`config.mk`:
```
export PLATFORM = sky130hd
export DESIGN_NAME = trib_loop_ctl
export DESIGN_NICKNAME = d
export VERILOG_FILES = /design/src/core/trib_loop_pkg.sv /design/src/core/trib_loop_if.sv /design/src/core/c3_stuff_gen.sv /design/src/core/trib_loop_ctl.sv
export SDC_FILE = /design/constraint.sdc
export NUM_CORES = 1
export LEC_CHECK = 0
export BUFFER_PORTS_ARGS = -buffer_cell sky130_fd_sc_hd__buf_2
export CORE_MARGIN = 3
export CORE_UTILIZATION = 30
export CTS_CLUSTER_DIAMETER = 30
export DETAILED_ROUTE_END_ITERATION = 16
export SYNTH_ARGS = -nofsm -noshare
export SYNTH_HDL_FRONTEND = slang
export SYNTH_SLANG_ARGS = --single-unit
```
`constraint.sdc`:
```
create_clock -name clk_sys -period 1.3 [get_ports clk_sys]
set_input_delay 0.13 -clock clk_sys [delete_from_list [all_inputs] [get_ports clk_sys]]
set_output_delay 0.13 -clock clk_sys [all_outputs]
set_load 0.02 [all_outputs]
```
`src/core/trib_loop_pkg.sv`:
```
// constants, types and address decode for the tributary loopback control
// assumes a 16-bit register port with byte addresses
package trib_loop_pkg;

  // ==========================================================================
  // sizes
  localparam int PORT_CNT = 28;
  localparam int LOW_CNT = 16;
  localparam int HIGH_CNT = 12;
  localparam int ADDR_W = 8;
  localparam int DATA_W = 16;
  localparam int G747_SKIP = 4;

  // ==========================================================================
  // register offsets
  localparam logic [7:0] DIAG_LOW_ADDR = 8'h54;
  localparam logic [7:0] DIAG_HIGH_ADDR = 8'h56;
  localparam logic [7:0] CMD_LOW_ADDR = 8'h58;
  localparam logic [7:0] CMD_HIGH_ADDR = 8'h5A;
  localparam logic [7:0] STAT_LOW_ADDR = 8'h70;
  localparam logic [7:0] STAT_HIGH_ADDR = 8'h72;

  // ==========================================================================
  // reset values and masks
  localparam logic [15:0] LOW_RST = 16'h0000;
  localparam logic [11:0] HIGH_RST = 12'h000;
  localparam logic [15:0] RD_IDLE = 16'h0000;
  localparam logic [27:0] PORT_RST = 28'h000_0000;
  localparam logic [27:0] G747_DEAD = 28'h888_8888;
  localparam logic [27:0] E3_DEAD = 28'hFFF_0000;
  localparam logic [3:0] HIGH_PAD = 4'h0;

  // ==========================================================================
  // register select
  typedef enum logic [2:0] {
    SEL_NONE,
    SEL_DIAG_LOW,
    SEL_DIAG_HIGH,
    SEL_CMD_LOW,
    SEL_CMD_HIGH,
    SEL_STAT_LOW,
    SEL_STAT_HIGH
  } reg_sel_t;

  function automatic reg_sel_t decode_addr(input logic [7:0] addr);
    case (addr)
      DIAG_LOW_ADDR: decode_addr = SEL_DIAG_LOW;
      DIAG_HIGH_ADDR: decode_addr = SEL_DIAG_HIGH;
      CMD_LOW_ADDR: decode_addr = SEL_CMD_LOW;
      CMD_HIGH_ADDR: decode_addr = SEL_CMD_HIGH;
      STAT_LOW_ADDR: decode_addr = SEL_STAT_LOW;
      STAT_HIGH_ADDR: decode_addr = SEL_STAT_HIGH;
      default: decode_addr = SEL_NONE;
    endcase
  endfunction

endpackage

```
`src/core/trib_loop_if.sv`:
```
// carrier between the control bank and the c3 stuffing generator
// assumes both ends share clk_sys
`timescale 1ns/1ps
`default_nettype none

interface trib_loop_if;
  logic [27:0] cmd;
  logic [27:0] c12_bit;
  logic [27:0] c3_bit;

  modport ctl (
    output cmd,
    output c12_bit,
    input c3_bit
  );

  modport fmt (
    input cmd,
    input c12_bit,
    output c3_bit
  );
endinterface

`default_nettype wire

```
`src/core/c3_stuff_gen.sv`:
```
// per-port c3 stuffing-control bit for the t2 transmit formatters
// assumes c1/c2 come from formatter logic on clk_sys
`timescale 1ns/1ps
`default_nettype none

module c3_stuff_gen (
  // clock and reset
  input wire logic clk_sys,
  input wire logic rst_b,
  // carrier
  trib_loop_if.fmt c3_io
);

  // ==========================================================================
  // c3 generation
  always_ff @(posedge clk_sys or negedge rst_b) begin
    if (!rst_b) begin
      c3_io.c3_bit <= trib_loop_pkg::PORT_RST;
    end else begin
      // inverted while the command stands, plain copy otherwise
      c3_io.c3_bit <= c3_io.c12_bit ^ c3_io.cmd;
    end
  end
endmodule // c3_stuff_gen

`default_nettype wire

```
`src/core/trib_loop_ctl.sv`:
```
// tributary loopback control: diagnostic loopback and far-end command bank
// assumes tx pins are asynchronous; line data, c1/c2 and modes on clk_sys
//
// The address-and-strobe port and the register offsets were chosen for this implementation.
`timescale 1ns/1ps
`default_nettype none

module trib_loop_ctl (
  // clock and reset
  input wire logic clk_sys,
  input wire logic rst_b,
  // register port
  input wire logic [7:0] reg_addr,
  input wire logic [15:0] reg_wr_data,
  input wire logic reg_wr_stb,
  input wire logic reg_rd_stb,
  output logic [15:0] reg_rd_data,
  // mode configuration
  input wire logic e3_mode,
  input wire logic g747_mode,
  input wire logic lowspeed_loop_timed,
  // tributary transmit pins
  input wire logic [27:0] tx_clk_pin,
  input wire logic [27:0] tx_data_pin,
  // demultiplexed receive side
  input wire logic [27:0] rx_clk_line,
  input wire logic [27:0] rx_data_line,
  output logic [27:0] rx_clk_out,
  output logic [27:0] rx_data_out,
  output logic [27:0] loop_active,
  // t2 formatters
  input wire logic [27:0] c12_bit,
  output logic [27:0] c3_bit
);

  // ==========================================================================
  // port liveness
  function automatic logic port_is_live(input int idx, input logic e3,
                                        input logic g747);
    logic dead_g747;
    logic dead_e3;
    dead_g747 = g747 && ((idx % trib_loop_pkg::G747_SKIP) ==
                         (trib_loop_pkg::G747_SKIP - 1));
    dead_e3 = e3 && (idx >= trib_loop_pkg::LOW_CNT);
    port_is_live = !(dead_g747 || dead_e3);
  endfunction

  // ==========================================================================
  // registers
  logic [15:0] diag_low_r;
  logic [11:0] diag_high_r;
  logic [15:0] cmd_low_r;
  logic [11:0] cmd_high_r;
  logic [15:0] rd_data_r;
  logic [15:0] rd_data_nxt;
  trib_loop_pkg::reg_sel_t wr_sel;
  trib_loop_pkg::reg_sel_t rd_sel;

  assign wr_sel = trib_loop_pkg::decode_addr(reg_addr);
  assign rd_sel = trib_loop_pkg::decode_addr(reg_addr);

  always_ff @(posedge clk_sys or negedge rst_b) begin
    if (!rst_b) begin
      diag_low_r <= trib_loop_pkg::LOW_RST;
      diag_high_r <= trib_loop_pkg::HIGH_RST;
    end else if (reg_wr_stb) begin
      case (wr_sel)
        trib_loop_pkg::SEL_DIAG_LOW: diag_low_r <= reg_wr_data;
        // bits 15:12 have no storage
        trib_loop_pkg::SEL_DIAG_HIGH:
          diag_high_r <= reg_wr_data[11:0];
        default: diag_low_r <= diag_low_r;
      endcase
    end
  end

  always_ff @(posedge clk_sys or negedge rst_b) begin
    if (!rst_b) begin
      cmd_low_r <= trib_loop_pkg::LOW_RST;
      cmd_high_r <= trib_loop_pkg::HIGH_RST;
    end else if (reg_wr_stb) begin
      case (wr_sel)
        trib_loop_pkg::SEL_CMD_LOW: cmd_low_r <= reg_wr_data;
        trib_loop_pkg::SEL_CMD_HIGH: cmd_high_r <= reg_wr_data[11:0];
        default: cmd_low_r <= cmd_low_r;
      endcase
    end
  end

  // ==========================================================================
  // read path, data valid only in the cycle after the strobe
  always_comb begin
    rd_data_nxt = trib_loop_pkg::RD_IDLE;
    if (reg_rd_stb) begin
      case (rd_sel)
        trib_loop_pkg::SEL_DIAG_LOW: rd_data_nxt = diag_low_r;
        trib_loop_pkg::SEL_DIAG_HIGH:
          rd_data_nxt = {trib_loop_pkg::HIGH_PAD, diag_high_r};
        trib_loop_pkg::SEL_CMD_LOW: rd_data_nxt = cmd_low_r;
        trib_loop_pkg::SEL_CMD_HIGH:
          rd_data_nxt = {trib_loop_pkg::HIGH_PAD, cmd_high_r};
        trib_loop_pkg::SEL_STAT_LOW: rd_data_nxt = loop_active[15:0];
        trib_loop_pkg::SEL_STAT_HIGH:
          rd_data_nxt = {trib_loop_pkg::HIGH_PAD, loop_active[27:16]};
        default: rd_data_nxt = trib_loop_pkg::RD_IDLE;
      endcase
    end
  end

  always_ff @(posedge clk_sys or negedge rst_b) begin
    if (!rst_b) begin
      rd_data_r <= trib_loop_pkg::RD_IDLE;
    end else begin
      rd_data_r <= rd_data_nxt;
    end
  end

  assign reg_rd_data = rd_data_r;

  // ==========================================================================
  // tx pin synchronisers, change taken once stages two and three agree
  logic [27:0] clk_s1_r;
  logic [27:0] clk_s2_r;
  logic [27:0] clk_s3_r;
  logic [27:0] dat_s1_r;
  logic [27:0] dat_s2_r;
  logic [27:0] dat_s3_r;
  logic [27:0] tx_clk_filt_r;
  logic [27:0] tx_dat_filt_r;
  logic [27:0] live_mask;
  logic [27:0] eff_loop;

  always_ff @(posedge clk_sys or negedge rst_b) begin
    if (!rst_b) begin
      clk_s1_r <= trib_loop_pkg::PORT_RST;
      clk_s2_r <= trib_loop_pkg::PORT_RST;
      clk_s3_r <= trib_loop_pkg::PORT_RST;
      dat_s1_r <= trib_loop_pkg::PORT_RST;
      dat_s2_r <= trib_loop_pkg::PORT_RST;
      dat_s3_r <= trib_loop_pkg::PORT_RST;
    end else begin
      clk_s1_r <= tx_clk_pin;
      clk_s2_r <= clk_s1_r;
      clk_s3_r <= clk_s2_r;
      dat_s1_r <= tx_data_pin;
      dat_s2_r <= dat_s1_r;
      dat_s3_r <= dat_s2_r;
    end
  end

  genvar gi;
  generate
    for (gi = 0; gi < trib_loop_pkg::PORT_CNT; gi++) begin : g_port
      always_ff @(posedge clk_sys or negedge rst_b) begin
        if (!rst_b) begin
          tx_clk_filt_r[gi] <= 1'b0;
          tx_dat_filt_r[gi] <= 1'b0;
        end else begin
          if (clk_s2_r[gi] == clk_s3_r[gi]) begin
            tx_clk_filt_r[gi] <= clk_s3_r[gi];
          end
          if (dat_s2_r[gi] == dat_s3_r[gi]) begin
            tx_dat_filt_r[gi] <= dat_s3_r[gi];
          end
        end
      end
      // dead ports in e3 and g747 ignore their enable
      assign live_mask[gi] = port_is_live(gi, e3_mode, g747_mode);
    end
  endgenerate

  // bit n of the joined set drives port n+1
  assign eff_loop = {diag_high_r, diag_low_r} & live_mask;

  // ==========================================================================
  // loopback selection
  always_ff @(posedge clk_sys or negedge rst_b) begin
    if (!rst_b) begin
      rx_data_out <= trib_loop_pkg::PORT_RST;
      loop_active <= trib_loop_pkg::PORT_RST;
    end else begin
      rx_data_out <= (eff_loop & tx_dat_filt_r) |
                     (~eff_loop & rx_data_line);
      loop_active <= eff_loop;
    end
  end

  always_ff @(posedge clk_sys or negedge rst_b) begin
    if (!rst_b) begin
      rx_clk_out <= trib_loop_pkg::PORT_RST;
    end else if (lowspeed_loop_timed) begin
      // loop timed: receive keeps its own clock
      rx_clk_out <= rx_clk_line;
    end else begin
      rx_clk_out <= (eff_loop & tx_clk_filt_r) | (~eff_loop & rx_clk_line);
    end
  end

  // ==========================================================================
  // far-end command to the c3 generator
  trib_loop_if c3_io ();

  // commands pass unmasked; host keeps them clear in e3/g747
  assign c3_io.cmd = {cmd_high_r, cmd_low_r};
  assign c3_io.c12_bit = c12_bit;
  assign c3_bit = c3_io.c3_bit;

  c3_stuff_gen u_c3_stuff_gen (
    .clk_sys (clk_sys),
    .rst_b (rst_b),
    .c3_io (c3_io.fmt)
  );
endmodule // trib_loop_ctl

`default_nettype wire

```
==> run_results.csv, run 1 <==
group,metric,value,unit
global_routing,wire_length_of_the_first_global_routing_pass,59300,um
sta,timing.final.ws_setup,-0.0285,ns
clock_tree,clk-insertion-delay-late,0.60,ns
floorplanning,floorplan.initialDensity,30.4,%
clock_tree,cts_buffer_depth,3,
logic_synthesis,syn_inst,781,
clock_tree,cts_root_buf,"sky130_fd_sc_hd__clkbuf_16",
worst_setup_path,worst_r2r_path_depth,3,
logic_synthesis,mappedNetlistNets,952,
floorplanning,die_height,221,um
worst_setup_path,rrSetupSlack,0.01,ns
global_routing,largest_net_degree_at_the_start_of_global_routing,75,
worst_setup_path,critical_path_peak_fanout,2,
logic_synthesis,synth_edf_count,0,
clock_tree,ctsHtreeMaxLevel,3,
floorplanning,row_count,78,
clock_tree,cts_inserted_buffers,91,
final_layout,area_growth,62.6,%
final_layout,layout.cells.most_common,"sky130_fd_sc_hd__dfrtp_1",
logic_synthesis,synth_adder_area_share,4.06,%
sta,setup_viol_count_final,5,
logic_synthesis,flip_flop_cell_with_the_highest_count_after_synthesis,"sky130_fd_sc_hd__dfrtp_1",
sta,final_hold_viol_count,0,
clock_tree,clkSinkCount,408,
power_and_ir_drop,worst_vdd_drop,1.41,mV
logic_synthesis,average_cell_area_after_synthesis,17.7,um2
floorplanning,chipWidth,221,um
logic_synthesis,synth_compound_gate_area_share,2.15,%
logic_synthesis,largest_family_of_logic_cells_by_synthesized_area,"multiplexers",
run_status,outcome,"complete, but fails checks",
floorplanning,fp.dieArea,48700,um2
sta,final_slew_violations,0,
placement,numPortBuffers,298,
final_layout,fin_util,49.4,%
placement,gpl_wtd_cong,0.767,
sta,clock.fmax,753,MHz
floorplanning,design.portCount,299,
route,drtPass1Iterations,4,
sta,unrepaired_setup_endpoints_after_global_routing,"yes",
logic_synthesis,synth.lib_cells_used.distinct,45,
job,max-cap-violations,0,
final_layout,mostFrequentLayoutCells,"sky130_fd_sc_hd__dfrtp_1 (408), sky130_fd_sc_hd__buf_2 (221), sky130_fd_sc_hd__dlygate4sd3_1 (159), sky130_fd_sc_hd__buf_4 (117), sky130_fd_sc_hd__clkbuf_16 (92)",
global_routing,grt_pass1_vias,10200,
sta,clock-skew-final,0.0225,ns
global_routing,grt.overflow.total,0,
worst_setup_path,crit-reg2reg-capture,"rx_clk_out[19]$_DFF_PN0_",
route,route.vias.total,9115,
final_layout,post_route_cells_drive_above_1_share,48.3,%
logic_synthesis,yosys.area_share.simple,5.97,%
worst_setup_path,crit_path_cell_trace,"buf_6",
power_and_ir_drop,power.leakage,10.7,nW
global_routing,grtUsageTotal,16.3,%
logic_synthesis,syn_std_cell_area,13800,um2
logic_synthesis,synthesis.yosys.warnings,0,
worst_setup_path,path_buf_inv,1,
worst_setup_path,critPathArrivalTime,1.20,ns
worst_setup_path,cp-start-kind,"flip-flop",
route,detail-route-antenna-nets,0,
sta,timing.final.crit_share,102,%
run_status,failed_checks,"setup timing",
final_layout,nets,1608,
worst_setup_path,critPathRequiredTime,1.17,ns
clock_tree,worst_setup_hold_path_clk_slew,0.05,ns
route,avgViaCountPerCell,4.31,
logic_synthesis,synth_xor_xnor_area_share,1.77,%
worst_setup_path,slowest_stage,"sky130_fd_sc_hd__dfrtp_1",
route,count_of_unresolved_drc_violations_after_routing,0,
clock_tree,clock_tree_from_tritoncts,"built",
worst_setup_path,critPathKind,"flip-flop to output pin",
worst_hold_path,timing.hold.worst.class,"primary input to flip-flop",
sta,max-slew-margin-rel,53.1,%
worst_setup_path,regToRegStartpoint,"diag_high_r[3]$_DFFE_PN0P_",
worst_setup_path,crit_path_capture_type,"output pin",
worst_setup_path,timing.critical_path.max_delay_family,"flip-flops",
logic_synthesis,synthesized_flop_and_latch_total,408,
floorplanning,floorplan.core_area,45500,um2
worst_setup_path,critPathLaunch,"loop_active[9]$_DFF_PN0_",
logic_synthesis,yosys-mux-area-fraction,10.6,%
route,finalWirelength,39300,um
worst_setup_path,cp.depth,1,
global_routing,number_of_antenna_violations_at_the_first_check_in_global_routing,4,
sta,finalCriticalPeriod,1.33,ns
placement,hpwlAfterDp,26300,um
worst_setup_path,max_stage_delay,0.44,ns
logic_synthesis,async_reset_ff_share,100,%
power_and_ir_drop,power_density,1790,nW/um2
sta,worst-slew-pin-transition,0.701,ns
worst_setup_path,critPathCapture,"loop_active[9]",
final_layout,final.fill_count,3837,
logic_synthesis,synth-seq-area-share,73.9,%
route,routed_wire_length_per_instance,18.6,um
sta,setup-tns-final,-0.0639,ns
route,detail_route.iter0.violations,403,
## worst min path at each step
stage / startpoint / endpoint / slack (ns) / depth (start not counted)
2_1_floorplan: rst_b / clk_s1_r[0]$_DFF_PN0_ / -0.17 / 0
3_3_place_gp: rst_b / dat_s2_r[27]$_DFF_PN0_ / -0.0009 / 1
3_5_place_dp: rst_b / clk_s1_r[7]$_DFF_PN0_ / 0.0002 / 1
4_1_cts: g747_mode / loop_active[27]$_DFF_PN0_ / 0.0004 / 4
5_1_grt: g747_mode / loop_active[23]$_DFF_PN0_ / 0.02 / 4
6_report: g747_mode / loop_active[23]$_DFF_PN0_ / 0.03 / 4
## through the flow
step / power [mW] / worst slack, ns / hold WS [ns] / instances / cell area [um2]
after floorplan: 14.8 / -0.0464 / -0.166 / 781 / 13900
after global placement: 16.0 / -0.250 / -0.000856 / 1769 / 16900
after detailed placement: 16.1 / -0.304 / 0.000231 / 1769 / 16900
after CTS: 40.7 / -0.0810 / 0.000425 / 2112 / 22300
after global routing: 41.8 / -0.0773 / 0.0154 / 2116 / 22500
final: 40.2 / -0.0285 / 0.0283 / 2116 / 22500
## report_power, final
| group | switching, mW | internal, mW |
|---|---|---|
| logic | 1.20 | 1.41 |
| registers | 0.373 | 13.5 |
| clock network | 7.66 | 16.1 |
## synthesized netlist by cell type, types with 3 or more instances
cell type | n | share of area, %
sky130_fd_sc_hd__nor3_1 | 8 | 0.29
sky130_fd_sc_hd__buf_2 | 3 | 0.11
sky130_fd_sc_hd__nor2_1 | 3 | 0.081
sky130_fd_sc_hd__nor4bb_1 | 19 | 1.4
sky130_fd_sc_hd__mux2_4 | 21 | 2.3
sky130_fd_sc_hd__a32o_1 | 3 | 0.22
sky130_fd_sc_hd__a22o_1 | 3 | 0.19
sky130_fd_sc_hd__o221ai_1 | 4 | 0.25
sky130_fd_sc_hd__xor2_1 | 28 | 1.8
sky130_fd_sc_hd__a211o_1 | 8 | 0.51
sky130_fd_sc_hd__a211oi_1 | 4 | 0.22
sky130_fd_sc_hd__clkbuf_1 | 6 | 0.16
sky130_fd_sc_hd__mux2_2 | 85 | 6.9
sky130_fd_sc_hd__and4bb_2 | 4 | 0.36
sky130_fd_sc_hd__inv_1 | 4 | 0.11
sky130_fd_sc_hd__maj3_1 | 56 | 4.1
sky130_fd_sc_hd__a221o_1 | 8 | 0.58
sky130_fd_sc_hd__or3b_2 | 3 | 0.19
sky130_fd_sc_hd__nand4_1 | 4 | 0.18
sky130_fd_sc_hd__mux2_1 | 6 | 0.49
sky130_fd_sc_hd__nor2b_1 | 42 | 1.9
sky130_fd_sc_hd__buf_6 | 14 | 1.1
sky130_fd_sc_hd__mux2i_1 | 12 | 0.87
sky130_fd_sc_hd__dfrtp_1 | 408 | 74
## routing by layer
metal  routed length (um)  up-vias  global-route usage [%]
li1                     -     4114                       -
met1                15800     4568                    19.4
met2                18700      317                    26.2
met3                 3170      112                    6.47
met4                 1660        4                    7.36
met5                   22        -                       0
## cell families after synthesis
| kind of cell | after synthesis |
|---|---|
| DFF | 408 |
| and+or+nand+nor | 103 |
| adders and majority gates | 56 |
| xor gates and xnor gates | 28 |
| muxes | 124 |
| buffers and inverters | 29 |
| AOI/OAI and AO/OA | 33 |
## final cells by class
cell class                      instances  area [um2]  area share, %
Antenna cell                            2        5.00         0.0223
Sequential cell                       408       10200           45.4
Clock buffer                          105        2420           10.8
Tap cell                              600         751           3.34
Multi-Input combinational cell        344        3510           15.6
Inverter                                4        15.0         0.0668
Timing Repair Buffer                  588        4730           21.0
Clock inverter                         65         832           3.70
## sequential cells by signal, summed over array words and instances (netlist names)
| name | cells |
|---|---|
| clk_s1_r | 28 |
| clk_s2_r | 28 |
| clk_s3_r | 28 |
| cmd_high_r | 12 |
| cmd_low_r | 16 |
| dat_s1_r | 28 |
| dat_s2_r | 28 |
| dat_s3_r | 28 |
| diag_high_r | 12 |
| diag_low_r | 16 |
| loop_active | 28 |
| reg_rd_data | 16 |
| rx_clk_out | 28 |
| rx_data_out | 28 |
| tx_clk_filt_r | 28 |
| tx_dat_filt_r | 28 |
| u_c3_stuff_gen.c3_io.c3_bit | 28 |
## what timing repair did
action / CTS / global route
setup buffers: 14 / 2
resized for setup: 118 / 63
endpoints found under the hold margin: 605 / 13
setup endpoints to repair: 65 / 98
pin swaps: 2 / 0
hold buffers: 159 / 1
(Power assumes the default switching activity.)
==> run 2, diff against run 1 <==
==> constraint.sdc (replaced) <==
create_clock -name clk_sys -period 1.3 [get_ports clk_sys]
set_input_delay 0.13 -clock clk_sys [delete_from_list [all_inputs] [get_ports clk_sys]]
set_output_delay 0.13 -clock clk_sys [all_outputs]
set_load 0.005 [all_outputs]
==> run 2 against run 1 <==
Compared with the run above:
- the run ends with hold timing, setup timing left
- first-iteration DRC count decreased by 4.2%
- flip-flop and latch count unchanged
- hold slack got worse by 0.064 ns
- sequential share of layout area increased by 0.82 points
- register-to-register slack about the same
- clock-buffer cell count unchanged
- combinational power decreased by 13%
- critical path depth unchanged
- final area decreased by 1.8%
- sequential power about the same
==> run_results.csv, run 2 (same netlist as run 1, synthesis figures left out) <==
group,metric,value,unit
run_status,outcome,"complete, but fails checks",
run_status,failed_checks,"hold timing, setup timing",
global_routing,grtUsageTotal,16.2,%
worst_setup_path,critPathRequiredTime,1.17,ns
route,avgViaCountPerCell,4.31,
final_layout,layout.cells.most_common,"sky130_fd_sc_hd__dfrtp_1",
sta,max-slew-margin-rel,74.7,%
floorplanning,fp.dieArea,48700,um2
clock_tree,clkSinkCount,408,
clock_tree,cts_buffer_depth,3,
route,route.vias.total,9134,
route,detail_route.iter0.violations,386,
sta,timing.final.ws_setup,-0.00546,ns
placement,numPortBuffers,298,
worst_setup_path,slowest_stage,"sky130_fd_sc_hd__dfrtp_1",
global_routing,grt.overflow.total,0,
clock_tree,clk-insertion-delay-late,0.61,ns
sta,clock-skew-final,0.0243,ns
sta,finalCriticalPeriod,1.31,ns
worst_setup_path,path_buf_inv,1,
clock_tree,worst_setup_hold_path_clk_slew,0.05,ns
clock_tree,cts_root_buf,"sky130_fd_sc_hd__clkbuf_16",
global_routing,number_of_antenna_violations_at_the_first_check_in_global_routing,4,
clock_tree,clock_tree_from_tritoncts,"built",
sta,final_slew_violations,0,
sta,setup-tns-final,-0.00546,ns
worst_setup_path,max_stage_delay,0.43,ns
worst_setup_path,timing.critical_path.max_delay_family,"flip-flops",
power_and_ir_drop,total_power,39.9,mW
job,max-cap-violations,0,
final_layout,post_route_cells_drive_above_1_share,48.4,%
placement,hpwlAfterDp,26300,um
route,route.layer.met1.wl,15600,um
clock_tree,ctsHtreeMaxLevel,3,
route,detailroute.wirelength.met2,18600,um
power_and_ir_drop,worst_vdd_drop,2.05,mV
worst_setup_path,critPathArrivalTime,1.18,ns
floorplanning,die_height,221,um
power_and_ir_drop,power_density,1810,nW/um2
sta,clock.fmax,766,MHz
route,count_of_unresolved_drc_violations_after_routing,0,
route,drtPass1Iterations,4,
route,detail-route-antenna-nets,0,
sta,unrepaired_setup_endpoints_after_global_routing,"yes",
final_layout,nets,1609,
clock_tree,cts_inserted_buffers,91,
worst_setup_path,crit_path_capture_type,"output pin",
sta,final_hold_viol_count,13,
worst_hold_path,timing.hold.worst.class,"primary input to async pin",
worst_setup_path,critical_path_peak_fanout,2,
floorplanning,chipWidth,221,um
power_and_ir_drop,power.leakage,10.6,nW
final_layout,mostFrequentLayoutCells,"sky130_fd_sc_hd__dfrtp_1 (408), sky130_fd_sc_hd__buf_2 (287), sky130_fd_sc_hd__dlygate4sd3_1 (158), sky130_fd_sc_hd__buf_4 (117), sky130_fd_sc_hd__clkbuf_16 (92)",
sta,timing.hold.ws,-0.0352,ns
placement,gpl_wtd_cong,0.767,
global_routing,wire_length_of_the_first_global_routing_pass,58900,um
sta,timing.final.crit_share,100,%
final_layout,area_growth,59.7,%
floorplanning,floorplan.initialDensity,30.4,%
worst_setup_path,crit_path_cell_trace,"buf_2",
route,routed_wire_length_per_instance,18.5,um
sta,worst-slew-pin-transition,0.380,ns
worst_setup_path,critPathKind,"flip-flop to output pin",
floorplanning,floorplan.core_area,45500,um2
global_routing,grt_pass1_vias,10100,
route,route.top_layer_used,"met5",
floorplanning,design.portCount,299,
global_routing,largest_net_degree_at_the_start_of_global_routing,75,
worst_setup_path,cp-start-kind,"flip-flop",
clock_tree,post_cts_hold_buffer_count,159,
sta,setup_viol_count_final,1,
route,finalWirelength,39200,um
route,wl_met3,3300,um
floorplanning,row_count,78,
run 2: cell count changes in the layout (fill, tap and decap cells not counted):
cell | before | now
sky130_fd_sc_hd__buf_2 | 221 | 287
sky130_fd_sc_hd__buf_6 | 76 | 12
sky130_fd_sc_hd__dlygate4sd3_1 | 159 | 158
run 2: layout make-up:
class / count / area (um2)
tap: 600 / 751
sequential: 408 / 10200
clock buffer: 105 / 2420
timing repair buffer: 589 / 4330
inverter: 4 / 15.0
fill: 3893 / 23400
antenna: 2 / 5.00
clock inverter: 65 / 832
multi-input combinational: 344 / 3510
run 2: final timing paths:
check | cells past startpoint | slack (ns) | startpoint | to
worst min register to register | 0 | 0.32 | clk_s1_r[15]$_DFF_PN0_ | clk_s2_r[15]$_DFF_PN0_
worst max register to register | 3 | 0.01 | diag_high_r[3]$_DFFE_PN0P_ | rx_clk_out[19]$_DFF_PN0_
worst min-delay path | 2 | -0.04 | rst_b | dat_s2_r[27]$_DFF_PN0_
max in group asynchronous | 4 | 0.59 | rst_b | rx_data_out[10]$_DFF_PN0_
min in group clk_sys | 4 | 0.03 | g747_mode | loop_active[23]$_DFF_PN0_
worst max-delay path | 1 | -0.005 | loop_active[9]$_DFF_PN0_ | loop_active[9]
run 2: what timing repair did:
item                                    in CTS  in global routing
endpoints found under the hold margin      605                 13
setup buffers                               13                  5
endpoints found under the setup margin      37                 64
gates resized for setup                     17                 24
pin swaps                                    2                  0
run 2: report_power, final:
part | switching, mW | internal [mW]
registers | 0.350 | 13.5
clock network | 7.66 | 16.1
logic | 0.964 | 1.29
run 2: per-stage QoR:
step	util (%)	std cells	hold slack, ns	cell area [um2]	setup WS [ns]
after global routing	48.5	2117	-0.0558	22100	-0.0581
after detailed placement	37.3	1769	0.000231	16900	-0.304
after global placement	37.3	1769	-0.000856	16900	-0.250
final	48.5	2117	-0.0352	22100	-0.00546
after floorplan	-	781	-0.166	13900	-0.0464
after CTS	48.3	2111	0.000425	21900	-0.0594
run 2: routing by layer:
metal,up-vias,GRT usage (%)
met5,-,0
met4,4,7.36
met1,4568,19.4
met2,333,26.0
met3,112,6.40
li1,4117,-
==> run 3, diff against run 2 <==
Settings changed: SYNTH_HIERARCHICAL from default to 1.
==> run 3 against run 2 <==
Compared with the run above:
- the flow now finishes without violations
- sequential power is essentially flat
- die area fell by 2.1%
- clock power shrank 9.2%
- synthesized cell count fell by 0.26%
- wire length down 2.1%
- critical path depth did not move
- non-clock buffer count decreased by 44
- cell count decreased by 2.6%
- combinational power fell by 10%
- global-route usage barely moved
- sequential share of layout area grew 2.1 points
- critical endpoint is now loop_active[6]
==> run_results.csv, run 3 <==
group,metric,value,unit
run_status,outcome,"complete, no violations",
final_layout,area_growth,56.3,%
logic_synthesis,mappedNetlistNets,950,
logic_synthesis,largest_family_of_logic_cells_by_synthesized_area,"multiplexers",
logic_synthesis,synth.top_cells.by_area,"sky130_fd_sc_hd__dfrtp_1 (76%), sky130_fd_sc_hd__mux2_2 (7.9%), sky130_fd_sc_hd__maj3_1 (4.1%)",
clock_tree,clk-insertion-delay-late,0.60,ns
clock_tree,cts_root_buf,"sky130_fd_sc_hd__clkbuf_16",
global_routing,wire_length_of_the_first_global_routing_pass,57500,um
global_routing,number_of_antenna_violations_at_the_first_check_in_global_routing,2,
floorplanning,floorplan.initialDensity,30.4,%
logic_synthesis,yosys-mux-area-fraction,10.6,%
floorplanning,fp.dieArea,47600,um2
logic_synthesis,synth.lib_cells_used.distinct,40,
global_routing,grt.overflow.total,0,
route,count_of_unresolved_drc_violations_after_routing,0,
sta,clock.fmax,778,MHz
final_layout,post_route_cells_drive_above_1_share,45.1,%
route,detail-route-antenna-nets,0,
power_and_ir_drop,power.leakage,10.0,nW
sta,final_hold_viol_count,0,
clock_tree,ctsHtreeMaxLevel,3,
placement,hpwlAfterDp,25800,um
logic_synthesis,synth.top_cell.area_share,75.5,%
final_layout,multiInputGateArea,3270,um2
sta,timing.final.ws_setup,0.0154,ns
worst_hold_path,min_delay_path_depth,5,
power_and_ir_drop,cellInternalPower,29.0,mW
worst_setup_path,max_stage_delay,0.41,ns
logic_synthesis,synth_edf_count,0,
sta,finalCriticalPeriod,1.28,ns
sta,max-slew-margin-rel,63.3,%
worst_hold_path,hold_wc_startpoint,"reg_addr[6]",
logic_synthesis,syn_std_cell_area,13500,um2
floorplanning,design.portCount,299,
power_and_ir_drop,net-switching-power,8.45,mW
logic_synthesis,async_reset_ff_share,100,%
logic_synthesis,synth_area_leader_cell,"sky130_fd_sc_hd__dfrtp_1",
worst_setup_path,rrSetupSlack,0.04,ns
power_and_ir_drop,total_power,37.5,mW
clock_tree,cts_buffer_depth,3,
placement,placed_cells_incl_taps,1721,
power_and_ir_drop,p_sw_share,22.5,%
worst_setup_path,cp-start-kind,"flip-flop",
sta,setup_viol_count_final,0,
logic_synthesis,syn_inst,779,
logic_synthesis,synthesized_flop_and_latch_total,408,
floorplanning,row_count,77,
route,drtPass1Iterations,4,
worst_setup_path,regToRegStartpoint,"diag_high_r[0]$_DFFE_PN0P_",
floorplanning,floorplan.core_area,44400,um2
placement,numPortBuffers,298,
worst_setup_path,timing.critical_path.max_delay_family,"flip-flops",
logic_synthesis,synth_adder_area_share,4.15,%
floorplanning,chipWidth,218,um
final_layout,fin_util,47.6,%
route,routed_wire_length_per_instance,18.6,um
worst_hold_path,timing.hold.worst.class,"primary input to flip-flop",
worst_setup_path,critPathKind,"flip-flop to output pin",
logic_synthesis,synth-seq-area-share,75.5,%
worst_setup_path,crit_path_cell_trace,"buf_2",
clock_tree,cts_inserted_buffers,89,
worst_setup_path,crit-reg2reg-capture,"rx_clk_out[16]$_DFF_PN0_",
logic_synthesis,synth_compound_gate_area_share,2.49,%
worst_setup_path,slowest_stage,"sky130_fd_sc_hd__dfrtp_1",
worst_setup_path,crit_path_capture_type,"output pin",
sta,worst-slew-pin-transition,0.548,ns
logic_synthesis,synth_common_cells,"sky130_fd_sc_hd__dfrtp_1 (408), sky130_fd_sc_hd__mux2_2 (95), sky130_fd_sc_hd__maj3_1 (56)",
final_layout,seq_area,10200,um2
final_layout,instances_no_fill,2063,
global_routing,largest_net_degree_at_the_start_of_global_routing,74,
global_routing,grt_pass1_vias,9765,
sta,clock-skew-final,0.0166,ns
global_routing,grtUsageTotal,16.2,%
worst_setup_path,worst_r2r_path_depth,3,
job,max-cap-violations,0,
worst_setup_path,path_buf_inv,1,
logic_synthesis,synthesis.yosys.warnings,6,
sta,final_slew_violations,0,
logic_synthesis,yosysMostFrequentCell,"sky130_fd_sc_hd__dfrtp_1",
logic_synthesis,yosys.area_share.simple,4.59,%
route,detail_route.iter0.violations,451,
final_layout,nets,1569,
final_layout,final.fill_count,3825,
power_and_ir_drop,p_clk_share,57.6,%
final_layout,layout.cells.most_common,"sky130_fd_sc_hd__dfrtp_1",
sta,unrepaired_setup_endpoints_after_global_routing,"yes",
clock_tree,clkSinkCount,408,
route,finalWirelength,38300,um
power_and_ir_drop,comb_power_share,5.4,%
placement,gpl_wtd_cong,0.788,
logic_synthesis,average_cell_area_after_synthesis,17.4,um2
power_and_ir_drop,sequentialPowerShare,36.9,%
logic_synthesis,synth_xor_xnor_area_share,1.81,%
floorplanning,die_height,218,um
clock_tree,worst_setup_hold_path_clk_slew,0.05,ns
route,avgViaCountPerCell,4.28,
worst_setup_path,critPathArrivalTime,1.15,ns
final_layout,mostFrequentLayoutCells,"sky130_fd_sc_hd__dfrtp_1 (408), sky130_fd_sc_hd__buf_2 (289), sky130_fd_sc_hd__dlygate4sd3_1 (163), sky130_fd_sc_hd__mux2_2 (92), sky130_fd_sc_hd__clkbuf_16 (89)",
worst_hold_path,min_delay_worst_endpoint,"reg_rd_data[10]$_DFF_PN0_",
worst_setup_path,critPathRequiredTime,1.17,ns
worst_setup_path,critical_path_peak_fanout,2,
sta,timing.final.crit_share,98.8,%
route,route.vias.total,8820,
power_and_ir_drop,power_density,1770,nW/um2
logic_synthesis,flip_flop_cell_with_the_highest_count_after_synthesis,"sky130_fd_sc_hd__dfrtp_1",
power_and_ir_drop,worst_vdd_drop,1.10,mV
placement,post_placement_worst_setup_slack,-0.329,ns
clock_tree,clock_tree_from_tritoncts,"built",
[run 3: cell types whose count changed after synthesis, moves of 6 or more]
cell / previous run / this run
sky130_fd_sc_hd__mux2_2: 85 / 95
sky130_fd_sc_hd__a22oi_1: 0 / 7
sky130_fd_sc_hd__mux2_4: 21 / 10
sky130_fd_sc_hd__a22o_1: 3 / 14
sky130_fd_sc_hd__a211o_1: 8 / 0
sky130_fd_sc_hd__nor2_1: 3 / 9
sky130_fd_sc_hd__a221o_1: 8 / 0
sky130_fd_sc_hd__nand2_1: 1 / 14
sky130_fd_sc_hd__buf_6: 14 / 5
sky130_fd_sc_hd__mux2i_1: 12 / 5
sky130_fd_sc_hd__nor4bb_1: 19 / 0
sky130_fd_sc_hd__nand3_1: 0 / 10
sky130_fd_sc_hd__mux2_1: 6 / 14
[run 3: worst max path at each step]
stage,startpoint,end,slack (ns),depth (start not counted)
after floorplan,reg_addr[5],diag_high_r[10]$_DFFE_PN0P_,-0.09,5
after global placement,reg_addr[5],cmd_low_r[11]$_DFFE_PN0P_,-0.29,6
after detailed placement,reg_addr[5],cmd_low_r[6]$_DFFE_PN0P_,-0.33,6
after CTS,loop_active[3]$_DFF_PN0_,loop_active[3],-0.02,1
after global routing,loop_active[4]$_DFF_PN0_,loop_active[4],-0.03,1
final,loop_active[6]$_DFF_PN0_,loop_active[6],0.02,1
[run 3: kinds of logic after synthesis]
group,count (synthesis)
flops,408
xor+xnor,28
compound gates,42
mux,124
fa+ha+maj,56
buf+inv,20
simple gates,101
[run 3: final cells by class]
type                       count  area share (%)
multi-input combinational    351            15.5
tap                          592            3.51
inverter                       3          0.0533
clock buffer                 111            11.6
sequential                   408            48.3
clock inverter                51            2.37
timing repair buffer         545            18.6
antenna                        2          0.0237
[run 3: metal layers]
metal  share of wire (%)  vias up  GRT usage, %
met3                 7.3       76          5.19
met2                  48      319          26.6
met1                  41     4440          19.7
met5               0.023        -             0
met4                 3.1        2          6.96
li1                    -     3983             -
[run 3: what timing repair did]
action	CTS	global route
pin swaps	0	0
setup endpoints to repair	18	22
hold buffers	163	0
gates resized for setup	15	22
setup buffers	11	4
hold endpoints to repair	610	0
[run 3: power by group through the flow]
stage	registers, mW	clock network, mW	logic, mW
floorplan	13.9	0	0.522
global placement	14.0	0	1.58
detailed placement	14.0	0	1.61
CTS	13.9	22.1	2.05
global route	13.9	22.8	2.24
finish	13.9	21.6	2.03
[run 3: through the flow]
| stage | instance area, um2 | hold slack (ns) | TNS [ns] |
|---|---|---|---|
| final | 21100 | 0.0613 | 0 |
| after global routing | 21100 | 0.0804 | -0.143 |
| after CTS | 21000 | 0.00622 | -0.0906 |
| after detailed placement | 16300 | 0.0138 | -14.95 |
| after global placement | 16300 | 0.0109 | -13.16 |
| after floorplan | 13500 | -0.166 | -1.80 |
